**config.mk**
```make
export PLATFORM = sky130hd
export DESIGN_NAME = timer_bank
export DESIGN_NICKNAME = d
export VERILOG_FILES = /design/src/core/timer_prescale.v /design/src/core/timer_edge.v /design/src/core/timer_bank.v
export VERILOG_INCLUDE_DIRS = /design/src /design/src/core
export SDC_FILE = /design/constraint.sdc
export NUM_CORES = 1
export LEC_CHECK = 0
export BUFFER_PORTS_ARGS = -buffer_cell sky130_fd_sc_hd__buf_2
export CAP_MARGIN = 10
export CELL_PAD_IN_SITES_DETAIL_PLACEMENT = 1
export CELL_PAD_IN_SITES_GLOBAL_PLACEMENT = 1
export CORE_MARGIN = 3
export CORE_UTILIZATION = 45
export CTS_CLUSTER_DIAMETER = 150
export DETAILED_ROUTE_END_ITERATION = 6
export GPL_TIMING_DRIVEN = 0
export PLACE_DENSITY_LB_ADDON = 0.3
export SKIP_CTS_REPAIR_TIMING = 1
export SYNTH_ARGS = -nofsm -noshare
export SYNTH_HDL_FRONTEND = slang
export SYNTH_SLANG_ARGS = --single-unit
```
**constraint.sdc**
```tcl
create_clock -name clk_sys -period 4.5 [get_ports clk_sys]
set_input_delay 0.225 -clock clk_sys [delete_from_list [all_inputs] [get_ports clk_sys]]
set_output_delay 0.225 -clock clk_sys [all_outputs]
set_load 0.03 [all_outputs]
```
**src/core/timer_map.vh**
```
// register offsets, field positions, reset values and mode codes of the timer bank
`ifndef TIMER_MAP_VH
`define TIMER_MAP_VH

// register indices of timer 0; byte address on the bus is four times the index
`define OFS_COUNT_HIGH 12'hf00
`define OFS_COUNT_LOW 12'hf01
`define OFS_RELOAD_HIGH 12'hf02
`define OFS_RELOAD_LOW 12'hf03
`define OFS_DUTY_MATCH_HIGH 12'hf04
`define OFS_DUTY_MATCH_LOW 12'hf05
`define OFS_TIMER_CONTROL_FIRST 12'hf06
`define OFS_TIMER_CONTROL_SECOND 12'hf07

// index bits [11:5] that select the whole bank, stride of 8 indices per timer
`define BANK_SEL 7'h78
`define CH_LSB 3
`define CH_MSB 4

// second control register fields
`define TIMER_RUN_ENABLE 7
`define OUTPUT_POLARITY 6
`define PRES_MSB 5
`define PRES_LSB 3
`define MODE_MSB 2
`define MODE_LSB 0
// first control register cascade bit
`define CASCADE_SEL 4

// operating modes
`define MODE_ONE_SHOT 3'h0
`define MODE_CONTINUOUS 3'h1
`define MODE_COUNTER 3'h2
`define MODE_PWM 3'h3
`define MODE_CAPTURE 3'h4
`define MODE_COMPARE 3'h5
`define MODE_GATED 3'h6
`define MODE_CAPTURE_COMPARE 3'h7

// reset values and the count loaded at each reload
`define RST_COUNT 16'h0001
`define RST_RELOAD 16'hffff
`define RST_DUTY 16'h0000
`define RST_CONTROL 8'h00
`define RELOAD_START 16'h0001

`endif

```
**src/core/timer_prescale.v**
```verilog
// power-of-two prescaler giving a one-cycle count tick
`timescale 1ns/1ps
module timer_prescale (
	// clock and reset
	input wire clk_sys,
	input wire rst_b,
	// control
	input wire run,
	input wire [2:0] pres,
	// tick out
	output wire tick
);
	reg [6:0] div_r;
	wire [6:0] mask;

	assign mask = (7'h01 << pres) - 7'h01;
	assign tick = run & (&(div_r | ~mask));

	// cleared while stopped so each restart divides from a clean phase
	always @(posedge clk_sys or negedge rst_b) begin
		if (!rst_b) begin
			div_r <= 7'h00;
		end else if (!run) begin
			div_r <= 7'h00;
		end else begin
			div_r <= div_r + 7'h01;
		end
	end
endmodule

```
**src/core/timer_edge.v**
```verilog
// edge detector for a timer input already synchronous to the system clock
`timescale 1ns/1ps
module timer_edge (
	// clock and reset
	input wire clk_sys,
	input wire rst_b,
	// signal in
	input wire sig,
	// edges out
	output wire rise,
	output wire fall
);
	reg prev_r;

	assign rise = sig & ~prev_r;
	assign fall = ~sig & prev_r;

	always @(posedge clk_sys or negedge rst_b) begin
		if (!rst_b) begin
			prev_r <= 1'b0;
		end else begin
			prev_r <= sig;
		end
	end
endmodule

```
**src/core/timer_bank.v**
```verilog
// bank of four 16-bit timers with byte-wide registers behind an APB slave
`timescale 1ns/1ps
`include "timer_map.vh"

// Notes on behaviour
// - count may be read while running; reads never disturb counting
// - enabled high-byte read snapshots low byte; next low read returns snapshot
// - disabled low-byte read returns the live counter byte
// - timer output generally toggles at each reload
// - count byte written while running loads at next edge, counting continues
// - reload high write goes to a holding register only
// - reload low write commits held high byte and low byte together
// - reload value is maximum count; reaching it reloads counter to one
// - in compare mode the reload value is the compare value
// - duty match value is compared continuously with the count
// - a duty match changes the pwm output
// - output polarity bit selects the pwm output levels
// - capture modes store the captured count in the duty match registers
// - timer counts only while the run enable bit is one
// - pwm polarity zero: low disabled, high on match, low on reload
module timer_bank (
	// clock and reset
	input wire clk_sys,
	input wire rst_b,
	// apb slave
	input wire psel,
	input wire penable,
	input wire pwrite,
	input wire [15:0] paddr,
	input wire [31:0] pwdata,
	input wire [3:0] pstrb,
	output reg [31:0] prdata,
	output reg pready,
	output reg pslverr,
	// timer pins
	input wire [3:0] timer_in,
	output wire [3:0] timer_out
);
	// address decode
	wire [11:0] idx;
	wire [1:0] ch;
	wire [11:0] local_ofs;
	wire hit;
	wire setup;
	wire access_done;
	wire wr_go;
	wire rd_high_go;
	wire aligned;
	wire in_bank;
	wire [7:0] wr_byte;
	// one select per register slot, shared by all four timers
	wire sel_cnt_hi;
	wire sel_cnt_lo;
	wire sel_rld_hi;
	wire sel_rld_lo;
	wire sel_duty_hi;
	wire sel_duty_lo;
	wire sel_ctl0;
	wire sel_ctl1;

	// per-channel state exported for the read mux
	wire [63:0] count_w;
	wire [63:0] reload_w;
	wire [63:0] duty_w;
	wire [31:0] lhold_w;
	wire [31:0] ctl0_w;
	wire [31:0] ctl1_w;

	reg [7:0] rd_byte;
	reg [15:0] cnt_sel;
	reg [15:0] rld_sel;
	reg [15:0] duty_sel;
	reg [7:0] lhold_sel;
	reg [7:0] ctl0_sel;
	reg [7:0] ctl1_sel;

	assign idx = paddr[13:2];
	assign ch = idx[`CH_MSB:`CH_LSB];
	assign local_ofs = {idx[11:5], 2'b00, idx[2:0]};
	// bytes sit in word lanes; the upper address bits lie outside the bank
	assign aligned = (paddr[1:0] == 2'b00) && (paddr[15:14] == 2'b00);
	assign in_bank = (idx[11:5] == `BANK_SEL);
	assign hit = in_bank & aligned;
	assign setup = psel & ~penable;
	assign access_done = psel & penable & pready;
	assign wr_go = access_done & pwrite & hit & pstrb[0];
	assign wr_byte = pwdata[7:0];
	assign sel_cnt_hi = (local_ofs == `OFS_COUNT_HIGH);
	assign sel_cnt_lo = (local_ofs == `OFS_COUNT_LOW);
	assign sel_rld_hi = (local_ofs == `OFS_RELOAD_HIGH);
	assign sel_rld_lo = (local_ofs == `OFS_RELOAD_LOW);
	assign sel_duty_hi = (local_ofs == `OFS_DUTY_MATCH_HIGH);
	assign sel_duty_lo = (local_ofs == `OFS_DUTY_MATCH_LOW);
	assign sel_ctl0 = (local_ofs == `OFS_TIMER_CONTROL_FIRST);
	assign sel_ctl1 = (local_ofs == `OFS_TIMER_CONTROL_SECOND);

	// snapshot taken at the same edge that latches the read data, so high and hold agree
	assign rd_high_go = setup & ~pwrite & hit & sel_cnt_hi;

	genvar i;
	generate
		for (i = 0; i < 4; i = i + 1) begin : chan
			reg [15:0] count_r;
			reg [15:0] reload_r;
			reg [7:0] rhold_r;
			reg [15:0] duty_r;
			reg [7:0] lhold_r;
			reg [7:0] ctl0_r;
			reg [7:0] ctl1_r;
			reg out_r;
			reg started_r;
			reg [15:0] count_nxt;

			wire timer_run_enable;
			wire output_polarity;
			wire [2:0] mode;
			wire in_sel;
			wire tick;
			wire rise;
			wire fall;
			wire in_edge;
			wire step;
			wire at_max;
			wire reload_ev;
			wire cmp_ev;
			wire cap_ev;
			wire duty_match;
			wire wr_ch;
			wire wr_cnt_hi;
			wire wr_cnt_lo;
			wire wr_rld_hi;
			wire wr_rld_lo;
			wire wr_duty_hi;
			wire wr_duty_lo;
			wire wr_ctl0;
			wire wr_ctl1;
			wire snap;
			wire casc_src;

			assign timer_run_enable = ctl1_r[`TIMER_RUN_ENABLE];
			assign output_polarity = ctl1_r[`OUTPUT_POLARITY];
			assign mode = ctl1_r[`MODE_MSB:`MODE_LSB];
			// previous timer's registered output; timer 0 follows timer 3
			assign casc_src = timer_out[(i + 3) % 4];
			// cascade takes the previous timer's output instead of the pin
			assign in_sel = ctl0_r[`CASCADE_SEL] ? casc_src : timer_in[i];
			assign wr_ch = wr_go & (ch == i);
			assign wr_cnt_hi = wr_ch & sel_cnt_hi;
			assign wr_cnt_lo = wr_ch & sel_cnt_lo;
			assign wr_rld_hi = wr_ch & sel_rld_hi;
			assign wr_rld_lo = wr_ch & sel_rld_lo;
			assign wr_duty_hi = wr_ch & sel_duty_hi;
			assign wr_duty_lo = wr_ch & sel_duty_lo;
			assign wr_ctl0 = wr_ch & sel_ctl0;
			assign wr_ctl1 = wr_ch & sel_ctl1;
			// a snapshot only while running; a stopped counter is read live
			assign snap = rd_high_go & (ch == i) & timer_run_enable;

			timer_prescale u_pres (
				.clk_sys(clk_sys),
				.rst_b(rst_b),
				.run(timer_run_enable),
				.pres(ctl1_r[`PRES_MSB:`PRES_LSB]),
				.tick(tick)
			);

			timer_edge u_edge (
				.clk_sys(clk_sys),
				.rst_b(rst_b),
				.sig(in_sel),
				.rise(rise),
				.fall(fall)
			);

			assign in_edge = output_polarity ? fall : rise;
			assign step = timer_run_enable & ((mode == `MODE_COUNTER) ? in_edge :
				(mode == `MODE_GATED) ? (tick & (in_sel ^ output_polarity)) :
				(mode == `MODE_CAPTURE_COMPARE) ? (tick & started_r) : tick);
			assign at_max = (count_r == reload_r);
			assign reload_ev = step & at_max & (mode != `MODE_COMPARE);
			assign cmp_ev = step & at_max & (mode == `MODE_COMPARE);
			assign cap_ev = timer_run_enable & in_edge &
				((mode == `MODE_CAPTURE) | ((mode == `MODE_CAPTURE_COMPARE) & started_r));
			assign duty_match = timer_run_enable & (mode == `MODE_PWM) & (count_r == duty_r);

			always @* begin
				count_nxt = count_r;
				if (cap_ev && (mode == `MODE_CAPTURE_COMPARE)) begin
					count_nxt = `RELOAD_START;
				end else if (reload_ev) begin
					count_nxt = `RELOAD_START;
				end else if (step) begin
					count_nxt = count_r + 16'h0001; // compare mode rolls over naturally
				end
				// a running counter takes the written byte and counts on from it
				if (wr_cnt_hi) begin
					count_nxt[15:8] = wr_byte;
				end
				if (wr_cnt_lo) begin
					count_nxt[7:0] = wr_byte;
				end
			end

			always @(posedge clk_sys or negedge rst_b) begin
				if (!rst_b) begin
					count_r <= `RST_COUNT;
					reload_r <= `RST_RELOAD;
					rhold_r <= 8'h00;
					duty_r <= `RST_DUTY;
					lhold_r <= 8'h00;
					ctl0_r <= `RST_CONTROL;
					ctl1_r <= `RST_CONTROL;
					out_r <= 1'b0;
					started_r <= 1'b0;
				end else begin
					count_r <= count_nxt;
					if (snap) begin
						lhold_r <= count_r[7:0];
					end
					if (wr_rld_hi) begin
						rhold_r <= wr_byte;
					end
					if (wr_rld_lo) begin
						reload_r <= {rhold_r, wr_byte};
					end
					// hardware capture wins over a software write in the same cycle
					if (cap_ev) begin
						duty_r <= count_r;
					end else begin
						if (wr_duty_hi) begin
							duty_r[15:8] <= wr_byte;
						end
						if (wr_duty_lo) begin
							duty_r[7:0] <= wr_byte;
						end
					end
					if (wr_ctl0) begin
						ctl0_r <= wr_byte;
					end
					if (wr_ctl1) begin
						ctl1_r <= wr_byte;
					end else if (reload_ev && (mode == `MODE_ONE_SHOT)) begin
						ctl1_r[`TIMER_RUN_ENABLE] <= 1'b0;
					end
					// capture/compare only starts counting on its first active edge
					if (!timer_run_enable) begin
						started_r <= 1'b0;
					end else if ((mode == `MODE_CAPTURE_COMPARE) && in_edge) begin
						started_r <= 1'b1;
					end
					if (!timer_run_enable) begin
						out_r <= output_polarity;
					end else if (mode == `MODE_PWM) begin
						if (reload_ev) begin
							out_r <= output_polarity;
						end else if (duty_match) begin
							out_r <= ~output_polarity;
						end
					end else if (reload_ev || cmp_ev) begin
						out_r <= ~out_r;
					end
				end
			end

			assign timer_out[i] = out_r;
			assign count_w[16 * i +: 16] = count_r;
			assign reload_w[16 * i +: 16] = reload_r;
			assign duty_w[16 * i +: 16] = duty_r;
			assign lhold_w[8 * i +: 8] = lhold_r;
			assign ctl0_w[8 * i +: 8] = ctl0_r;
			assign ctl1_w[8 * i +: 8] = ctl1_r;
		end
	endgenerate

	// read mux; reads change no counting state
	always @* begin
		cnt_sel = count_w[16 * ch +: 16];
		rld_sel = reload_w[16 * ch +: 16];
		duty_sel = duty_w[16 * ch +: 16];
		lhold_sel = lhold_w[8 * ch +: 8];
		ctl0_sel = ctl0_w[8 * ch +: 8];
		ctl1_sel = ctl1_w[8 * ch +: 8];
		rd_byte = 8'h00;
		if (hit) begin
			case (local_ofs)
				`OFS_COUNT_HIGH: begin
					rd_byte = cnt_sel[15:8];
				end
				`OFS_COUNT_LOW: begin
					rd_byte = ctl1_sel[`TIMER_RUN_ENABLE] ? lhold_sel : cnt_sel[7:0];
				end
				`OFS_RELOAD_HIGH: begin
					rd_byte = rld_sel[15:8];
				end
				`OFS_RELOAD_LOW: begin
					rd_byte = rld_sel[7:0];
				end
				`OFS_DUTY_MATCH_HIGH: begin
					rd_byte = duty_sel[15:8];
				end
				`OFS_DUTY_MATCH_LOW: begin
					rd_byte = duty_sel[7:0];
				end
				`OFS_TIMER_CONTROL_FIRST: begin
					rd_byte = ctl0_sel;
				end
				`OFS_TIMER_CONTROL_SECOND: begin
					rd_byte = ctl1_sel;
				end
				default: begin
					rd_byte = 8'h00;
				end
			endcase
		end
	end

	// one wait-free access phase; data, ready and error all registered in setup
	always @(posedge clk_sys or negedge rst_b) begin
		if (!rst_b) begin
			prdata <= 32'h0000_0000;
			pready <= 1'b0;
			pslverr <= 1'b0;
		end else begin
			pready <= setup;
			if (setup) begin
				prdata <= pwrite ? 32'h0000_0000 : {24'h00_0000, rd_byte};
				pslverr <= ~hit;
			end else if (access_done) begin
				pslverr <= 1'b0;
			end
		end
	end
endmodule

```
==> results.yml <==
timing:
  slew_headroom: 0.1204
  fin_skew_ns: 0.02098
  slew_viol_final: 0
  max_freq_ghz: 0.2542
  worst_pin_slew_ns: 1.309
  hold_violations: 0
  layout_min_cycle_time_ns: 3.933
  period_share: 0.8741
  rsz0062_at_grt: "false"
  setup_viol: 0
  final.setup.tns_ns: 0
clocking:
  clockBufferDepth: 3
  numCtsBuffers: 43
  htreeDepth: 2
  clk_pin_slew_ns: 0.06
  clkSinkCount: 370
  clk_latency_ns: 0.59
  cts_tree: "done"
  cts-root-buf: "clkbuf_16"
die:
  initial_utilization: 0.4567
  core_area_sq_um: 47850
  die_x_um: 226.4
  io-pin-count: 99
  dieArea_sq_um: 51240
  die_y_um: 226.4
  std_cell_rows: 80
power_and_ir_drop:
  powerDensity_nw_per_um2: 310.9
  total_power_w: 0.007694
  p_leak_nw: 10.45
  peakVddDrop_mv: 0.2808
worst_setup_path:
  critPathMaxStageDelay_ns: 0.75
  crit_chain: "buf_2 > or3_1 > ha_1 > o21ai_0 > a311oi_1 > nand4_1 > o31ai_2 > nand2_1 > a21oi_2 > buf_2 > o31ai_1"
  critPathBufInv: 2
  cp_max_fo: 10
  worst_path_most_repeated_cell: "buf_2"
  cp-end-kind: "flop"
  crit_family: "compound AO/OA/AOI/OAI gates"
  arrival_ns: 4.37
  worst-endpoint-required_ns: 4.94
  crit_path_start_kind: "flop"
  cpMaxStageDelayCell: "o31ai_2"
  worstSetupPathDepth: 11
  critical_path_class: "flop to flop"
  reg2regPathDepth: 11
routing:
  vias: 18480
  drt-total-wl_um: 93220
  drtIter0Drc: 2045
  drc: 0
  drt_first_pass_iters: 5
  wl_per_cell_um: 32.97
  vias_per_cell: 6.538
  ant_nets: 0
placement:
  place.gp.congestion: 1.016
  dp_cells: 2744
  port_buffers: 46
  hpwl_um: 70170
synth:
  synth.cell_area_sq_um: 21850
  yosysWarnings: 0
  synth.distinct_cells: 83
  synth_flop_cell: "dfrtp_1"
  syn_inst: 2052
  async_reset_ff_frac: 1.000
  synth_edf_count: 0
  synth_area_per_cell_sq_um: 10.65
  ys_ff_latch: 370
  ys_seq_area_frac: 0.4276
run:
  max_cap_violations: 0
layout:
  drive_above_1_share: 0.2510
  fin_util: 0.5173
  syn2layout_area_growth_pct: 13.26
  final_common_cell: "dfrtp_1"
  finalNetCount: 2248
  final_cell_mix: "dfrtp_1, nand2_1, mux2_2, clkbuf_1, o21ai_0"
  instances_no_fill: 2827
global_routing:
  antenna_found_initial: 1
  grt_pass1_vias: 18390
  grt_max_degree: 117
  globalRouteOverflowTotal: 0
  grt_usage: 0.3640
  grt_pass1_wl_um: 133300
outcome:
  status: "complete, no violations"
min_path:
  hp-class: "input pin to flop"
  hold_depth: 3
## power breakdown
part | switching (W) | internal, W
Sequential | 0.00000210 | 0.00333
Combinational | 0.000301 | 0.000101
Clock | 0.00150 | 0.00246
Total | 0.00180 | 0.00589
## through the flow
step | hold WS [ns] | setup WS, ns | cell area, sq um
global placement | 0.4600 | -4.153 | 22940
detailed placement | 0.09959 | 0.5755 | 23140
CTS | -0.5216 | 0.5686 | 24720
finish | 0.002334 | 0.5665 | 24750
floorplan | -0.07059 | 1.582 | 21940
global route | 0.01404 | 0.3389 | 24750
## layer usage
metal,vias up,wire length (um),global-route usage
met3,244,7967,0.06849
met5,-,13,0
met4,2,4894,0.1679
met1,9708,38210,0.4951
li1,7637,-,-
met2,891,42130,0.5672
## synth_stat cells, drive strengths merged (3+ instances only)
library cell	number	area share
xnor2	120	0.048
nand4	53	0.015
nor4	21	0.0067
o221ai	3	0.0012
a221oi	11	0.0044
o41ai	5	0.0020
mux2	190	0.098
xor2	48	0.019
and3	33	0.0094
or4	3	0.0010
o21a	8	0.0027
nand2	204	0.035
clkbuf	127	0.022
dfrtp	302	0.35
a22oi	34	0.012
or3	12	0.0037
and4	5	0.0020
nand3b	9	0.0031
nor2	83	0.016
a221o	3	0.0014
nor4b	8	0.0042
nor2b	17	0.0049
nand3	60	0.014
a21o	10	0.0034
o21ai	130	0.030
o31ai	18	0.0064
a32oi	8	0.0032
o211ai	12	0.0041
ha	10	0.0057
nand2b	13	0.0037
inv	20	0.0034
and2	32	0.0092
dfstp	68	0.082
nor3	28	0.0072
nand4b	5	0.0020
buf	78	0.021
mux2i	86	0.040
or2	11	0.0031
nor3b	4	0.0019
a22o	13	0.0052
a31oi	18	0.0052
a21oi	27	0.0064
mux4	72	0.074
## worst reg2reg max path: cells and delay by family, from the launching register on
kind	cells	cell delay (ns)
adder cells (fa/ha/maj)	1	0.30
AND/OR/NAND/NOR	3	0.87
buffers and inverters	2	0.55
flip-flops	1	0.35
AO/OA/AOI/OAI	5	1.75
## registers in the layout, summed over array words and instances, names as in the netlist
name                flops
chan.ctl1_r            32
chan.u_edge.prev_r      4
pready                  1
chan.duty_r            64
chan.reload_r          64
chan.lhold_r           32
chan.rhold_r           32
chan.started_r          4
chan.out_r              3
prdata                  8
chan.ctl0_r            32
chan.u_pres.div_r      28
pslverr                 1
chan.casc_src           1
chan.count_r           64
## cells by family after synthesis
kind of cell | count (synthesis) | synth area share
compound gates | 320 | 0.09534
xor+xnor | 168 | 0.06734
buf+inv | 227 | 0.04615
other cells | 1 | 0.0001716
simple gates | 608 | 0.1456
flops | 370 | 0.4276
mux | 348 | 0.2121
fa+ha+maj | 10 | 0.005726
## cell type report
cell class / instances / area (sq um)
Fill cell: 5245 / 23100
Multi-Input combinational cell: 1478 / 11580
Sequential cell: 370 / 9344
Clock buffer: 61 / 1256
Buffer: 205 / 925.9
Tap cell: 615 / 769.5
Timing Repair Buffer: 57 / 465.4
Clock inverter: 18 / 317.8
Inverter: 22 / 82.58
Antenna cell: 1 / 2.502
## worst paths after layout
kind / startpoint / endpoint / slack (ns)
worst min-delay path: timer_in[3] / chan[3].u_edge.prev_r$_DFF_PN0_ / 0.002
min in group asynchronous: rst_b / chan[0].u_pres.div_r[3]$_DFF_PN0_ / 0.09
worst max-delay path: chan[3].ctl1_r[4]$_DFFE_PN0P_ / chan[3].count_r[10]$_DFFE_PN0P_ / 0.57
worst max register to register: chan[3].ctl1_r[4]$_DFFE_PN0P_ / chan[3].count_r[10]$_DFFE_PN0P_ / 0.57
max in group asynchronous: rst_b / chan[1].u_pres.div_r[5]$_DFF_PN0_ / 3.01
worst min register to register: chan[3].u_pres.div_r[0]$_DFF_PN0_ / chan[3].u_pres.div_r[0]$_DFF_PN0_ / 0.48
Note: power is estimated with default switching activity, not from simulation.
